--- src/inc/swap_cap_pkg.sv ---
// package for the configuration swap control and capability header registers
// assumes a byte-addressed configuration access port with byte enables
package swap_cap_pkg;
    localparam logic [7:0]  swap_ctrl_off    = 8'h40;
    localparam logic [7:0]  cap_hdr_off      = 8'h44;
    localparam logic [31:0] swap_ctrl_rst    = 32'h0000_0000;
    localparam int          swap_bit_pos     = 0;
    localparam logic [7:0]  cap_list_code    = 8'h01;
    localparam logic [7:0]  cap_next_ptr     = 8'h00;
    localparam logic [15:0] cap_hdr_val      = {cap_next_ptr, cap_list_code};
    localparam logic [31:0] rd_zero          = 32'h0000_0000;

    // one configuration access
    typedef struct packed {
        logic        rd;
        logic        wr;
        logic [7:0]  addr;
        logic [3:0]  be;
        logic [31:0] wdata;
    } cfg_req_t;

    // one quadlet on the bus side of the swap path
    typedef struct packed {
        logic        valid;
        logic [31:0] data;
    } quad_t;
endpackage : swap_cap_pkg

--- src/hdl/swap_cap_regs.sv ---
// configuration swap control register, capability header and quadlet swap path
// assumes single-cycle config requests on mclk; read data appears one cycle later
//
// Overview of operation
// - swap bit set reverses every quadlet's bytes
// - swap bit resets to zero, little endian
// - bits 31..1 read zero, writes ignored
// - control register at 40h, resets all zero
// - capability header at 44h, read-only 0001h
// - next pointer bits 15..8 read 00h
// - capability code bits 7..0 read 01h
module swap_cap_regs
    import swap_cap_pkg::*;
(
    input  wire logic        mclk,       // bus clock
    input  wire logic        rst_b,      // async reset, active low
    input  wire cfg_req_t    cfg_req,    // configuration access
    output logic [31:0]      cfg_rdata,  // read data, one cycle after rd
    output logic             cfg_rvalid, // read data valid pulse
    input  wire quad_t       quad_in,    // quadlet crossing the bus interface
    output quad_t            quad_out,   // quadlet after optional swap
    output logic             swap_en     // current swap control bit
);
    logic        swap_q;     // stored swap control bit
    logic [31:0] rdata_q;    // registered read data
    logic        rvalid_q;   // read strobe delayed one cycle
    quad_t       quad_q;     // swap path output stage
    logic        ctrl_wr;    // write that reaches the swap bit
    logic        ctrl_rd;    // read of the control register
    logic        hdr_rd;     // read of the capability header

    function automatic logic [31:0] byte_rev(input logic [31:0] v);
        byte_rev = {v[7:0], v[15:8], v[23:16], v[31:24]};
    endfunction : byte_rev

    // address match shared by the write path and the read mux
    function automatic logic addr_is(input logic [7:0] a, input logic [7:0] off);
        addr_is = (a == off);
    endfunction : addr_is

    // read-back image of the control register: only bit 0 is live
    function automatic logic [31:0] ctrl_image(input logic s);
        ctrl_image = {31'h0000_0000, s};
    endfunction : ctrl_image

    assign ctrl_wr = cfg_req.wr && addr_is(cfg_req.addr, swap_ctrl_off) && cfg_req.be[0];
    assign ctrl_rd = cfg_req.rd && addr_is(cfg_req.addr, swap_ctrl_off);
    assign hdr_rd  = cfg_req.rd && addr_is(cfg_req.addr, cap_hdr_off);

    // only bit 0 holds state; upper bits have no storage
    always_ff @(posedge mclk or negedge rst_b) begin
        if (!rst_b) begin
            swap_q <= swap_ctrl_rst[swap_bit_pos];
        end else if (ctrl_wr) begin
            swap_q <= cfg_req.wdata[swap_bit_pos];
        end
    end

    always_ff @(posedge mclk or negedge rst_b) begin
        if (!rst_b) begin
            rvalid_q <= 1'b0;
        end else begin
            rvalid_q <= cfg_req.rd;
        end
    end

    // read data holds until the next read; a read beside a write sees the old bit
    always_ff @(posedge mclk or negedge rst_b) begin
        if (!rst_b) begin
            rdata_q <= rd_zero;
        end else if (cfg_req.rd) begin
            if (ctrl_rd) begin
                rdata_q <= ctrl_image(swap_q);
            end else if (hdr_rd) begin
                rdata_q <= {16'h0000, cap_hdr_val};
            end else begin
                rdata_q <= rd_zero;
            end
        end
    end

    // one register stage; valid and data move together
    always_ff @(posedge mclk or negedge rst_b) begin
        if (!rst_b) begin
            quad_q <= '0;
        end else begin
            quad_q.valid <= quad_in.valid;
            quad_q.data  <= swap_q ? byte_rev(quad_in.data) : quad_in.data;
        end
    end

    assign cfg_rdata  = rdata_q;
    assign cfg_rvalid = rvalid_q;
    assign quad_out   = quad_q;
    assign swap_en    = swap_q;

    // checks: swap path
    property p_swap_path;
        @(posedge mclk) disable iff (!rst_b)
        swap_q |=>
            quad_q.data == byte_rev($past(quad_in.data));
    endproperty
    a_swap_path: assert property (p_swap_path) else $error("quadlet not swapped");

    property p_pass_path;
        @(posedge mclk) disable iff (!rst_b)
        !swap_q |=>
            quad_q.data == $past(quad_in.data);
    endproperty
    a_pass_path: assert property (p_pass_path) else $error("quadlet altered");

    property p_q_valid;
        @(posedge mclk) disable iff (!rst_b)
        1'b1 |=>
            quad_q.valid == $past(quad_in.valid);
    endproperty
    a_q_valid: assert property (p_q_valid) else $error("quadlet valid lost");

    // checks: control register and unmapped reads
    property p_ctrl_rsvd;
        @(posedge mclk) disable iff (!rst_b)
        cfg_req.rd && cfg_req.addr == swap_ctrl_off |=>
            rdata_q[31:1] == 31'h0;
    endproperty
    a_ctrl_rsvd: assert property (p_ctrl_rsvd) else $error("reserved bits nonzero");

    property p_ctrl_read;
        @(posedge mclk) disable iff (!rst_b)
        cfg_req.rd && cfg_req.addr == swap_ctrl_off |=>
            rdata_q[0] == $past(swap_q);
    endproperty
    a_ctrl_read: assert property (p_ctrl_read) else $error("control readback wrong");

    property p_ctrl_write;
        @(posedge mclk) disable iff (!rst_b)
        cfg_req.wr && cfg_req.addr == swap_ctrl_off && cfg_req.be[0] |=>
            swap_q == $past(cfg_req.wdata[0]);
    endproperty
    a_ctrl_write: assert property (p_ctrl_write) else $error("control write lost");

    property p_swap_stable;
        @(posedge mclk) disable iff (!rst_b)
        !(cfg_req.wr && cfg_req.addr == swap_ctrl_off) |=>
            $stable(swap_q);
    endproperty
    a_swap_stable: assert property (p_swap_stable) else $error("swap bit changed");

    property p_be_mask;
        @(posedge mclk) disable iff (!rst_b)
        cfg_req.wr && cfg_req.addr == swap_ctrl_off && !cfg_req.be[0] |=>
            $stable(swap_q);
    endproperty
    a_be_mask: assert property (p_be_mask) else $error("masked write applied");

    property p_unmapped;
        @(posedge mclk) disable iff (!rst_b)
        cfg_req.rd && cfg_req.addr != swap_ctrl_off && cfg_req.addr != cap_hdr_off |=>
            rdata_q == 32'h0000_0000;
    endproperty
    a_unmapped: assert property (p_unmapped) else $error("unmapped read nonzero");

    // checks: capability header
    property p_cap_read;
        @(posedge mclk) disable iff (!rst_b)
        cfg_req.rd && cfg_req.addr == cap_hdr_off |=>
            rvalid_q && rdata_q == 32'h0000_0001;
    endproperty
    a_cap_read: assert property (p_cap_read) else $error("capability header wrong");

    property p_cap_next;
        @(posedge mclk) disable iff (!rst_b)
        cfg_req.rd && cfg_req.addr == cap_hdr_off |=>
            rdata_q[15:8] == 8'h00;
    endproperty
    a_cap_next: assert property (p_cap_next) else $error("next pointer nonzero");

    property p_cap_code;
        @(posedge mclk) disable iff (!rst_b)
        cfg_req.rd && cfg_req.addr == cap_hdr_off |=>
            rdata_q[7:0] == 8'h01;
    endproperty
    a_cap_code: assert property (p_cap_code) else $error("capability code wrong");

    // checks: read strobe and data
    property p_rv_set;
        @(posedge mclk) disable iff (!rst_b)
        cfg_req.rd |=>
            rvalid_q;
    endproperty
    a_rv_set: assert property (p_rv_set) else $error("read valid missing");

    property p_rv_clr;
        @(posedge mclk) disable iff (!rst_b)
        !cfg_req.rd |=>
            !rvalid_q;
    endproperty
    a_rv_clr: assert property (p_rv_clr) else $error("read valid without read");

    property p_rd_hold;
        @(posedge mclk) disable iff (!rst_b)
        !cfg_req.rd |=>
            $stable(rdata_q);
    endproperty
    a_rd_hold: assert property (p_rd_hold) else $error("read data changed");

    // checks: values held in reset
    property p_rst_swap;
        @(posedge mclk)
        !rst_b ##1 !rst_b |->
            swap_q == 1'b0;
    endproperty
    a_rst_swap: assert property (p_rst_swap) else $error("swap bit not cleared");

    property p_rst_regs;
        @(posedge mclk)
        !rst_b ##1 !rst_b |->
            rdata_q == 32'h0000_0000 && !rvalid_q && quad_q == '0;
    endproperty
    a_rst_regs: assert property (p_rst_regs) else $error("outputs not cleared");

    // scenarios reached
    c_swap_set:  cover property (@(posedge mclk) disable iff (!rst_b) $rose(swap_q));
    c_swap_clr:  cover property (@(posedge mclk) disable iff (!rst_b) $fell(swap_q));
    c_cap_read:  cover property (@(posedge mclk) disable iff (!rst_b)
        cfg_req.rd && cfg_req.addr == cap_hdr_off);
    c_swap_data: cover property (@(posedge mclk) disable iff (!rst_b) swap_q && quad_in.valid);
    c_unmapped:  cover property (@(posedge mclk) disable iff (!rst_b)
        cfg_req.rd && !ctrl_rd && !hdr_rd);
endmodule : swap_cap_regs

--- config.mk ---
export PLATFORM = sky130hd
export DESIGN_NAME = swap_cap_regs
export DESIGN_NICKNAME = d
export VERILOG_FILES = /design/src/inc/swap_cap_pkg.sv /design/src/hdl/swap_cap_regs.sv
export SDC_FILE = /design/constraint.sdc
export NUM_CORES = 1
export LEC_CHECK = 0
export ABC_AREA = 1
export BUFFER_PORTS_ARGS = -buffer_cell sky130_fd_sc_hd__buf_4
export CAP_MARGIN = 0
export CORE_ASPECT_RATIO = 0.7
export CORE_MARGIN = 3
export CORE_UTILIZATION = 39
export CTS_BUF_LIST = sky130_fd_sc_hd__clkbuf_4 sky130_fd_sc_hd__clkbuf_8
export DETAILED_ROUTE_END_ITERATION = 8
export GPL_TIMING_DRIVEN = 0
export HOLD_SLACK_MARGIN = 0.02
export PLACE_DENSITY = 0.8
export SYNTH_ARGS = -nofsm -noshare
export SYNTH_HDL_FRONTEND = slang
export SYNTH_SLANG_ARGS = --single-unit
--- constraint.sdc ---
create_clock -name mclk -period 1 [get_ports mclk]
set_input_delay 0.2 -clock mclk [delete_from_list [all_inputs] [get_ports mclk]]
set_output_delay 0.2 -clock mclk [all_outputs]
set_load 0.01 [all_outputs]
==> results of run 1 <==
## stage by stage
stage / instance area [µm²] / hold WS [ns] / instances / utilization / setup WS, ns
finish: 2860 / 0.0551 / 356 / 0.704 / -0.0233
global route: 2860 / 0.0482 / 356 / 0.704 / -0.0540
CTS: 2690 / 0.0418 / 354 / 0.662 / -0.0365
detailed placement: 2510 / 0.185 / 343 / 0.617 / 0.00589
global placement: 2510 / 0.176 / 343 / 0.617 / 0.0440
floorplan: 1830 / -0.0956 / 209 / - / 0.0455
## per-layer routing
metal | global-route usage | vias to the layer above | share of wire
li1 | - | 735 | -
met1 | 0.189 | 678 | 0.39
met2 | 0.278 | 79 | 0.48
met3 | 0.0735 | 6 | 0.12
met4 | 0.0451 | 0 | 0.012
met5 | 0 | - | 0
## power by group
group,leakage (nW),internal [mW],switching [mW]
clock,0.0479,0.587,0.500
combinational,1.09,0.409,0.308
sequential,0.424,1.53,0.0350
## timing repair
item	4_1_cts	5_1_grt
hold buffers	2	0
setup endpoints to repair	14	63
resized for setup	19	50
setup buffers	1	1
pin swaps	0	2
gates cloned	0	1
endpoints found under the hold margin	37	0
## registers in the layout, summed over array words and instances (netlist names)
name,flops
quad_out,33
cfg_rdata,1
cfg_rvalid,1
swap_en,1
## layout make-up
| cell class | instances | area (µm²) |
|---|---|---|
| Clock inverter | 1 | 7.51 |
| Inverter | 24 | 97.6 |
| Buffer | 38 | 345 |
| Sequential cell | 36 | 901 |
| Tap cell | 52 | 65.1 |
| Clock buffer | 7 | 90.1 |
| Multi-Input combinational cell | 111 | 546 |
| Timing Repair Buffer | 87 | 811 |
| Fill cell | 298 | 1200 |
## logic make-up (layout without fill, tap and decap cells)
logic type | after synthesis | in the layout | share of synthesized area
compound gates | 34 | 34 | 0.131
buf+inv | 62 | 157 | 0.238
flops | 36 | 36 | 0.526
other cells | 1 | 31 | 0.00219
simple gates | 46 | 46 | 0.103
## cell usage after synthesis (all sizes together)
library cell,instances,area share
o21a,1,0.0044
nor2,5,0.011
dfrtp,36,0.53
nand2,38,0.083
o21ai,33,0.13
buf,38,0.18
conb,1,0.0022
inv,24,0.055
nand3,3,0.0088
## final timing paths
check                      slack (ns)      endpoint
min                              0.06    cfg_rvalid
max                             -0.02       swap_en
min reg2reg                      0.63  cfg_rdata[0]
min in group asynchronous        0.42  quad_out[29]
max in group asynchronous        0.26  cfg_rdata[0]
max reg2reg                     -0.01   quad_out[3]
==> impl_table.tex, run 1 <==
\begin{tabular}{lr}
\hline
Metric & Value \\
\hline
\multicolumn{2}{l}{\textbf{Run status}} \\
\quad Run status & complete, but fails checks \\
\quad Violated checks & setup timing \\
\multicolumn{2}{l}{\textbf{STA}} \\
\quad Setup\_tns & -0.0511 ns \\
\quad Unrepaired setup endpoints after global routing & yes \\
\quad Post-route clock period utilization & 1.02 \\
\quad Final worst path period need & 1.02 ns \\
\quad Setup-violating endpoint count in the final report & 4 \\
\quad Post-route setup slack & -0.0233 ns \\
\quad Max Transition Viols Final & 0 \\
\quad Maximum frequency from static timing analysis & 977 MHz \\
\quad Hold violation total from the final report & 0 \\
\quad Clock Skew & 0.00470 ns \\
\multicolumn{2}{l}{\textbf{Synth}} \\
\quad Post-synthesis average cell area & 9.58 µm² \\
\quad Cell count after synthesis & between 150 and 200 \\
\quad Flop and latch count out of synthesis & 36 \\
\quad Synth Cell Area & 1710 µm² \\
\quad Count of different cell masters after synthesis & 14 \\
\quad Sequential element share of the synthesized area & 0.526 \\
\quad Synth warnings & 0 \\
\multicolumn{2}{l}{\textbf{Placed design}} \\
\quad HPWL after detailed placement & 3460 µm \\
\quad Quantity of I/O buffers inserted on ports & roughly 80 \\
\quad Placer Congestion & 0.760 \\
\multicolumn{2}{l}{\textbf{GRT}} \\
\quad Total GRT Usage & 0.162 \\
\quad Number of antenna violations at the first check in global routing & 0 \\
\quad First-pass GRT wire length & 6420 µm \\
\quad Number of global-route vias before repair & 1376 \\
\quad Pin count of the biggest net entering global routing & 37 \\
\quad Remaining global-route overflow & 0 \\
\multicolumn{2}{l}{\textbf{Drt}} \\
\quad Wire length after detailed routing & $\sim$4400 µm \\
\quad Residual DRC & 0 \\
\quad Average detailed-routed wire length per instance & roughly 12 µm \\
\quad Drt first pass iters & 4 \\
\quad Post-detailed-route count of antenna-violating nets & 0 \\
\quad Ratio of routed vias to standard cells & 4.21 \\
\quad Count of vias placed by the detailed router & 1498 \\
\quad Initial DRC Count & 45 \\
\multicolumn{2}{l}{\textbf{Final layout}} \\
\quad Area grow syn2layout & 67.0\% \\
\quad ANT cells & 0 \\
\quad Share of post-route cells with drive strength above 1 & 0.513 \\
\quad Most used cells in the layout excluding fill and tap cells & sky130\_fd\_sc\_hd\_\_buf\_4 (79), sky130\_fd\_sc\_hd\_\_buf\_6 (38), sky130\_fd\_sc\_hd\_\_dfrtp\_1 (36) \\
\quad Net count of the finished layout & 384 \\
\quad Commonest non-fill, non-tap cell in the layout & sky130\_fd\_sc\_hd\_\_buf\_4 \\
\multicolumn{2}{l}{\textbf{Die}} \\
\quad I/O pin count & 148 \\
\quad Area of the die & around 5200 µm² \\
\quad Number of standard-cell rows in the floorplan & 19 \\
\quad Starting density of the core & 0.422 \\
\quad Chip Height & 61.5 µm \\
\quad DIE WIDTH & 85.2 µm \\
\quad Floorplan Core Area & between 4000 and 5000 µm² \\
\multicolumn{2}{l}{\textbf{Critical path}} \\
\quad Delay of the slowest cell on the worst path & 0.41 ns \\
\quad Worst Path Arrival & 0.82 ns \\
\quad Launch point of the worst reg-to-reg path & swap\_en \\
\quad Required time at the endpoint of the critical path & 0.80 ns \\
\quad Cell type group with the largest total delay on the critical path & flip-flops \\
\quad Type of element capturing the critical path & primary output \\
\quad Type of element launching the critical path & register \\
\quad Ordered cell list for the critical path & buf\_6 \\
\quad Max FO, Critical Path & 2 \\
\quad Critical path type & register to primary output \\
\quad Total number of cells along the worst setup path & 1 \\
\quad Critical path buffer and inverter count & 1 \\
\quad Number of cells on the worst reg-to-reg path & 5 \\
\quad Beginning of the critical path & swap\_en \\
\quad Library cell contributing the largest single delay on the critical path & sky130\_fd\_sc\_hd\_\_dfrtp\_1 \\
\multicolumn{2}{l}{\textbf{Power and ir drop}} \\
\quad Leakage & around 1.6 nW \\
\quad Tot Pwr & around 3.4 mW \\
\quad VDD IR-drop max & 0.748 mV \\
\quad Pwr Density & between 1000 and 1500 nW/µm² \\
\multicolumn{2}{l}{\textbf{Worst hold path}} \\
\quad Class of the worst hold path & input port to register \\
\quad Beginning of the worst hold path & cfg\_req[45] \\
\quad Number of instances on the worst hold path & 1 \\
\multicolumn{2}{l}{\textbf{CTS}} \\
\quad CTS root buffer & sky130\_fd\_sc\_hd\_\_clkbuf\_8 \\
\quad TritonCTS clock tree & done \\
\quad Depth of the CTS H-tree & 2 \\
\quad Total CTS buffers & 5 \\
\quad TritonCTS sink count & 36 \\
\quad Clock tree buffer depth & 2 \\
\quad CTS clk-pin slew, worst paths & 0.07 ns \\
\quad Clk Latency, worst-skew pair & 0.28 ns \\
\multicolumn{2}{l}{\textbf{Job}} \\
\quad Number of max-cap violations & 0 \\
\hline
\end{tabular}
No activity file was read; power rests on OpenSTA's default activity.
==> inputs of run 2 (changes only) <==
--- a/config.mk
+++ b/config.mk
@@ -9,7 +9,7 @@
 export BUFFER_PORTS_ARGS = -buffer_cell sky130_fd_sc_hd__buf_4
 export CAP_MARGIN = 0
 export CORE_ASPECT_RATIO = 0.7
-export CORE_MARGIN = 3
+export CORE_MARGIN = 10
 export CORE_UTILIZATION = 39
 export CTS_BUF_LIST = sky130_fd_sc_hd__clkbuf_4 sky130_fd_sc_hd__clkbuf_8
 export DETAILED_ROUTE_END_ITERATION = 8
==> impl_table.tex, run 2 (synthesized netlist as in run 1, its figures left out) <==
\begin{tabular}{lr}
\hline
Metric & Value \\
\hline
\multicolumn{2}{l}{\textbf{Critical path}} \\
\quad Number of cells on the worst reg-to-reg path & 5 (unchanged) \\
\quad Type of element capturing the critical path & primary output (unchanged) \\
\quad Max FO, Critical Path & 2 (unchanged) \\
\quad Required time at the endpoint of the critical path & 0.80 ns (about the same) \\
\quad Cell type group with the largest total delay on the critical path & flip-flops (unchanged) \\
\quad Type of element launching the critical path & register (unchanged) \\
\quad Critical path type & register to primary output (unchanged) \\
\quad Launch point of the worst reg-to-reg path & swap\_en (unchanged) \\
\quad Slack of the worst reg-to-reg path & 0.02 ns (was -0.01 ns) \\
\quad Ordered cell list for the critical path & buf\_6 (unchanged) \\
\quad Total number of cells along the worst setup path & 1 (unchanged) \\
\quad Library cell contributing the largest single delay on the critical path & sky130\_fd\_sc\_hd\_\_dfrtp\_1 (unchanged) \\
\quad Critical path buffer and inverter count & 1 (unchanged) \\
\quad Endpoint of the most critical register-to-register path & quad\_out[4] (was quad\_out[3]) \\
\quad Delay of the slowest cell on the worst path & 0.40 ns (was 0.41 ns) \\
\quad Worst Path Arrival & 0.82 ns (about the same) \\
\multicolumn{2}{l}{\textbf{Placed design}} \\
\quad HPWL after detailed placement & 4040 µm (was 3460 µm) \\
\quad Quantity of I/O buffers inserted on ports & 82 (unchanged) \\
\quad Placer Congestion & 0.757 (was 0.760) \\
\quad Dpl cells & 346 (was 343) \\
\quad Worst slack at placement & 0.0280 ns (was 0.00589 ns) \\
\quad Placed cell areas & 2510 µm² (about the same) \\
\multicolumn{2}{l}{\textbf{Final layout}} \\
\quad Commonest non-fill, non-tap cell in the layout & sky130\_fd\_sc\_hd\_\_buf\_4 (unchanged) \\
\quad Most used cells in the layout excluding fill and tap cells & sky130\_fd\_sc\_hd\_\_buf\_4 (78), sky130\_fd\_sc\_hd\_\_buf\_6 (38), sky130\_fd\_sc\_hd\_\_dfrtp\_1 (36) (was sky130\_fd\_sc\_hd\_\_buf\_4 (79), sky130\_fd\_sc\_hd\_\_buf\_6 (38), sky130\_fd\_sc\_hd\_\_dfrtp\_1 (36)) \\
\quad Final standard cell area without fillers & 2860 µm² (about the same) \\
\quad Net count of the finished layout & 382 (was 384) \\
\quad Area grow syn2layout & 66.7\% (was 67.0\%) \\
\quad Count of fill cells added during filler insertion & 353 (was 298) \\
\quad Share of post-route cells with drive strength above 1 & 0.526 (was 0.513) \\
\quad Number of non-filler instances in the completed layout & 357 (was 356) \\
\quad ANT cells & 0 (unchanged) \\
\quad Number of flip-flops under the largest register name & 33 (unchanged) \\
\multicolumn{2}{l}{\textbf{Die}} \\
\quad Number of standard-cell rows in the floorplan & 20 (was 19) \\
\quad Chip Height & 75.5 µm (was 61.5 µm) \\
\quad Starting density of the core & 0.398 (was 0.422) \\
\quad Floorplan Core Area & 4300 µm² (was 4070 µm²) \\
\quad Area of the die & 7490 µm² (was 5240 µm²) \\
\quad DIE WIDTH & 99.2 µm (was 85.2 µm) \\
\quad I/O pin count & 148 (unchanged) \\
\multicolumn{2}{l}{\textbf{STA}} \\
\quad Max Transition Viols Final & 0 (unchanged) \\
\quad Final worst path period need & 1.02 ns (about the same) \\
\quad Setup\_tns & -0.0291 ns (was -0.0511 ns) \\
\quad Clock Skew & 0.00428 ns (was 0.00470 ns) \\
\quad Post-route clock period utilization & 1.02 (about the same) \\
\quad Setup-violating endpoint count in the final report & 3 (was 4) \\
\quad Unrepaired setup endpoints after global routing & yes (unchanged) \\
\quad Hold violation total from the final report & 0 (unchanged) \\
\quad Post-route setup slack & -0.0154 ns (was -0.0233 ns) \\
\quad Maximum frequency from static timing analysis & 985 MHz (was 977 MHz) \\
\multicolumn{2}{l}{\textbf{Worst hold path}} \\
\quad Worst Hold Endpoint & cfg\_rvalid (unchanged) \\
\quad Class of the worst hold path & input port to register (unchanged) \\
\quad Number of instances on the worst hold path & 1 (unchanged) \\
\quad Beginning of the worst hold path & cfg\_req[45] (unchanged) \\
\multicolumn{2}{l}{\textbf{Drt}} \\
\quad Residual DRC & 0 (unchanged) \\
\quad Initial DRC Count & 23 (was 45) \\
\quad Ratio of routed vias to standard cells & 4.12 (was 4.21) \\
\quad Count of vias placed by the detailed router & 1471 (was 1498) \\
\quad Wire length after detailed routing & 5030 µm (was 4430 µm) \\
\quad Average detailed-routed wire length per instance & 14.1 µm (was 12.5 µm) \\
\quad Post-detailed-route count of antenna-violating nets & 0 (unchanged) \\
\quad Drt first pass iters & 4 (unchanged) \\
\multicolumn{2}{l}{\textbf{Job}} \\
\quad Number of max-cap violations & 0 (unchanged) \\
\multicolumn{2}{l}{\textbf{Run status}} \\
\quad Run status & complete, but fails checks (unchanged) \\
\quad Violated checks & setup timing (unchanged) \\
\multicolumn{2}{l}{\textbf{CTS}} \\
\quad Clk Latency, worst-skew pair & 0.28 ns (about the same) \\
\quad Depth of the CTS H-tree & 2 (unchanged) \\
\quad CTS root buffer & sky130\_fd\_sc\_hd\_\_clkbuf\_8 (unchanged) \\
\quad CTS clk-pin slew, worst paths & 0.07 ns (about the same) \\
\quad TritonCTS clock tree & done (unchanged) \\
\quad Clock tree buffer depth & 2 (unchanged) \\
\quad TritonCTS sink count & 36 (unchanged) \\
\quad Total CTS buffers & 5 (unchanged) \\
\multicolumn{2}{l}{\textbf{GRT}} \\
\quad Remaining global-route overflow & 0 (unchanged) \\
\quad First-pass GRT wire length & 7700 µm (was 6420 µm) \\
\quad Pin count of the biggest net entering global routing & 37 (unchanged) \\
\quad Number of antenna violations at the first check in global routing & 0 (unchanged) \\
\quad Total GRT Usage & 0.132 (was 0.162) \\
\quad Number of global-route vias before repair & 1624 (was 1376) \\
\multicolumn{2}{l}{\textbf{Power and ir drop}} \\
\quad Leakage & 1.55 nW (was 1.56 nW) \\
\quad Pwr Density & 1240 nW/µm² (was 1180 nW/µm²) \\
\quad VDD IR-drop max & 0.698 mV (was 0.748 mV) \\
\quad Tot Pwr & 3.55 mW (was 3.37 mW) \\
\hline
\end{tabular}
==> run 2: cell count changes in the layout (fill, tap and decap cells not counted), moves of 2 or more <==
cell                      before  now
sky130_fd_sc_hd__nand2_1      30   23
sky130_fd_sc_hd__nand2_2       8   15
sky130_fd_sc_hd__o21ai_2      16   14
sky130_fd_sc_hd__o21ai_0       2    4
==> run 2: area by class of cell <==
type / instances / area (µm²) / share of cell area
Clock buffer: 6 / 76.3 / 0.0267
Tap cell: 55 / 68.8 / 0.0241
Sequential cell: 36 / 901 / 0.315
Multi-Input combinational cell: 111 / 556 / 0.194
Buffer: 38 / 345 / 0.121
Clock inverter: 2 / 35.0 / 0.0123
Timing Repair Buffer: 85 / 778 / 0.272
Inverter: 24 / 97.6 / 0.0342
==> run 2: report_power, final <==
part / switching (mW) / internal (mW) / total (mW) / leakage (nW)
sequential: 0.0350 / 1.53 / 1.56 / 0.424
clock: 0.499 / 0.766 / 1.27 / 0.0586
combinational: 0.316 / 0.407 / 0.723 / 1.06
==> run 2: stage by stage <==
stage / util / hold WS [ns]
floorplan: - / -0.0956
global placement: 0.583 / 0.180
detailed placement: 0.583 / 0.183
CTS: 0.630 / 0.0351
global route: 0.664 / 0.0234
finish: 0.664 / 0.0435
==> run 2: worst max path at each step <==
stage | startpoint | to | slack (ns)
final | swap_en | swap_en | -0.02
after CTS | swap_en | swap_en | -0.02
after global placement | swap_en | quad_out[12] | 0.04
after floorplan | swap_en | cfg_rdata[0] | 0.05
after global routing | swap_en | swap_en | -0.05
after detailed placement | swap_en | quad_out[26] | 0.03
==> run 2: per-layer routing <==
metal	GRT usage	part of all wire	up-vias
met5	0	0	-
met4	0.0491	0.0070	0
met3	0.0707	0.12	4
met2	0.220	0.48	72
met1	0.142	0.40	663
li1	-	-	732
==> run 2: what timing repair did <==
| item | 4_1_cts | 5_1_grt |
|---|---|---|
| pin swaps | 0 | 1 |
| setup endpoints to repair | 18 | 67 |
| resized for setup | 18 | 54 |
| setup buffers | 0 | 1 |
| hold buffers | 2 | 0 |
| endpoints found under the hold margin | 37 | 0 |
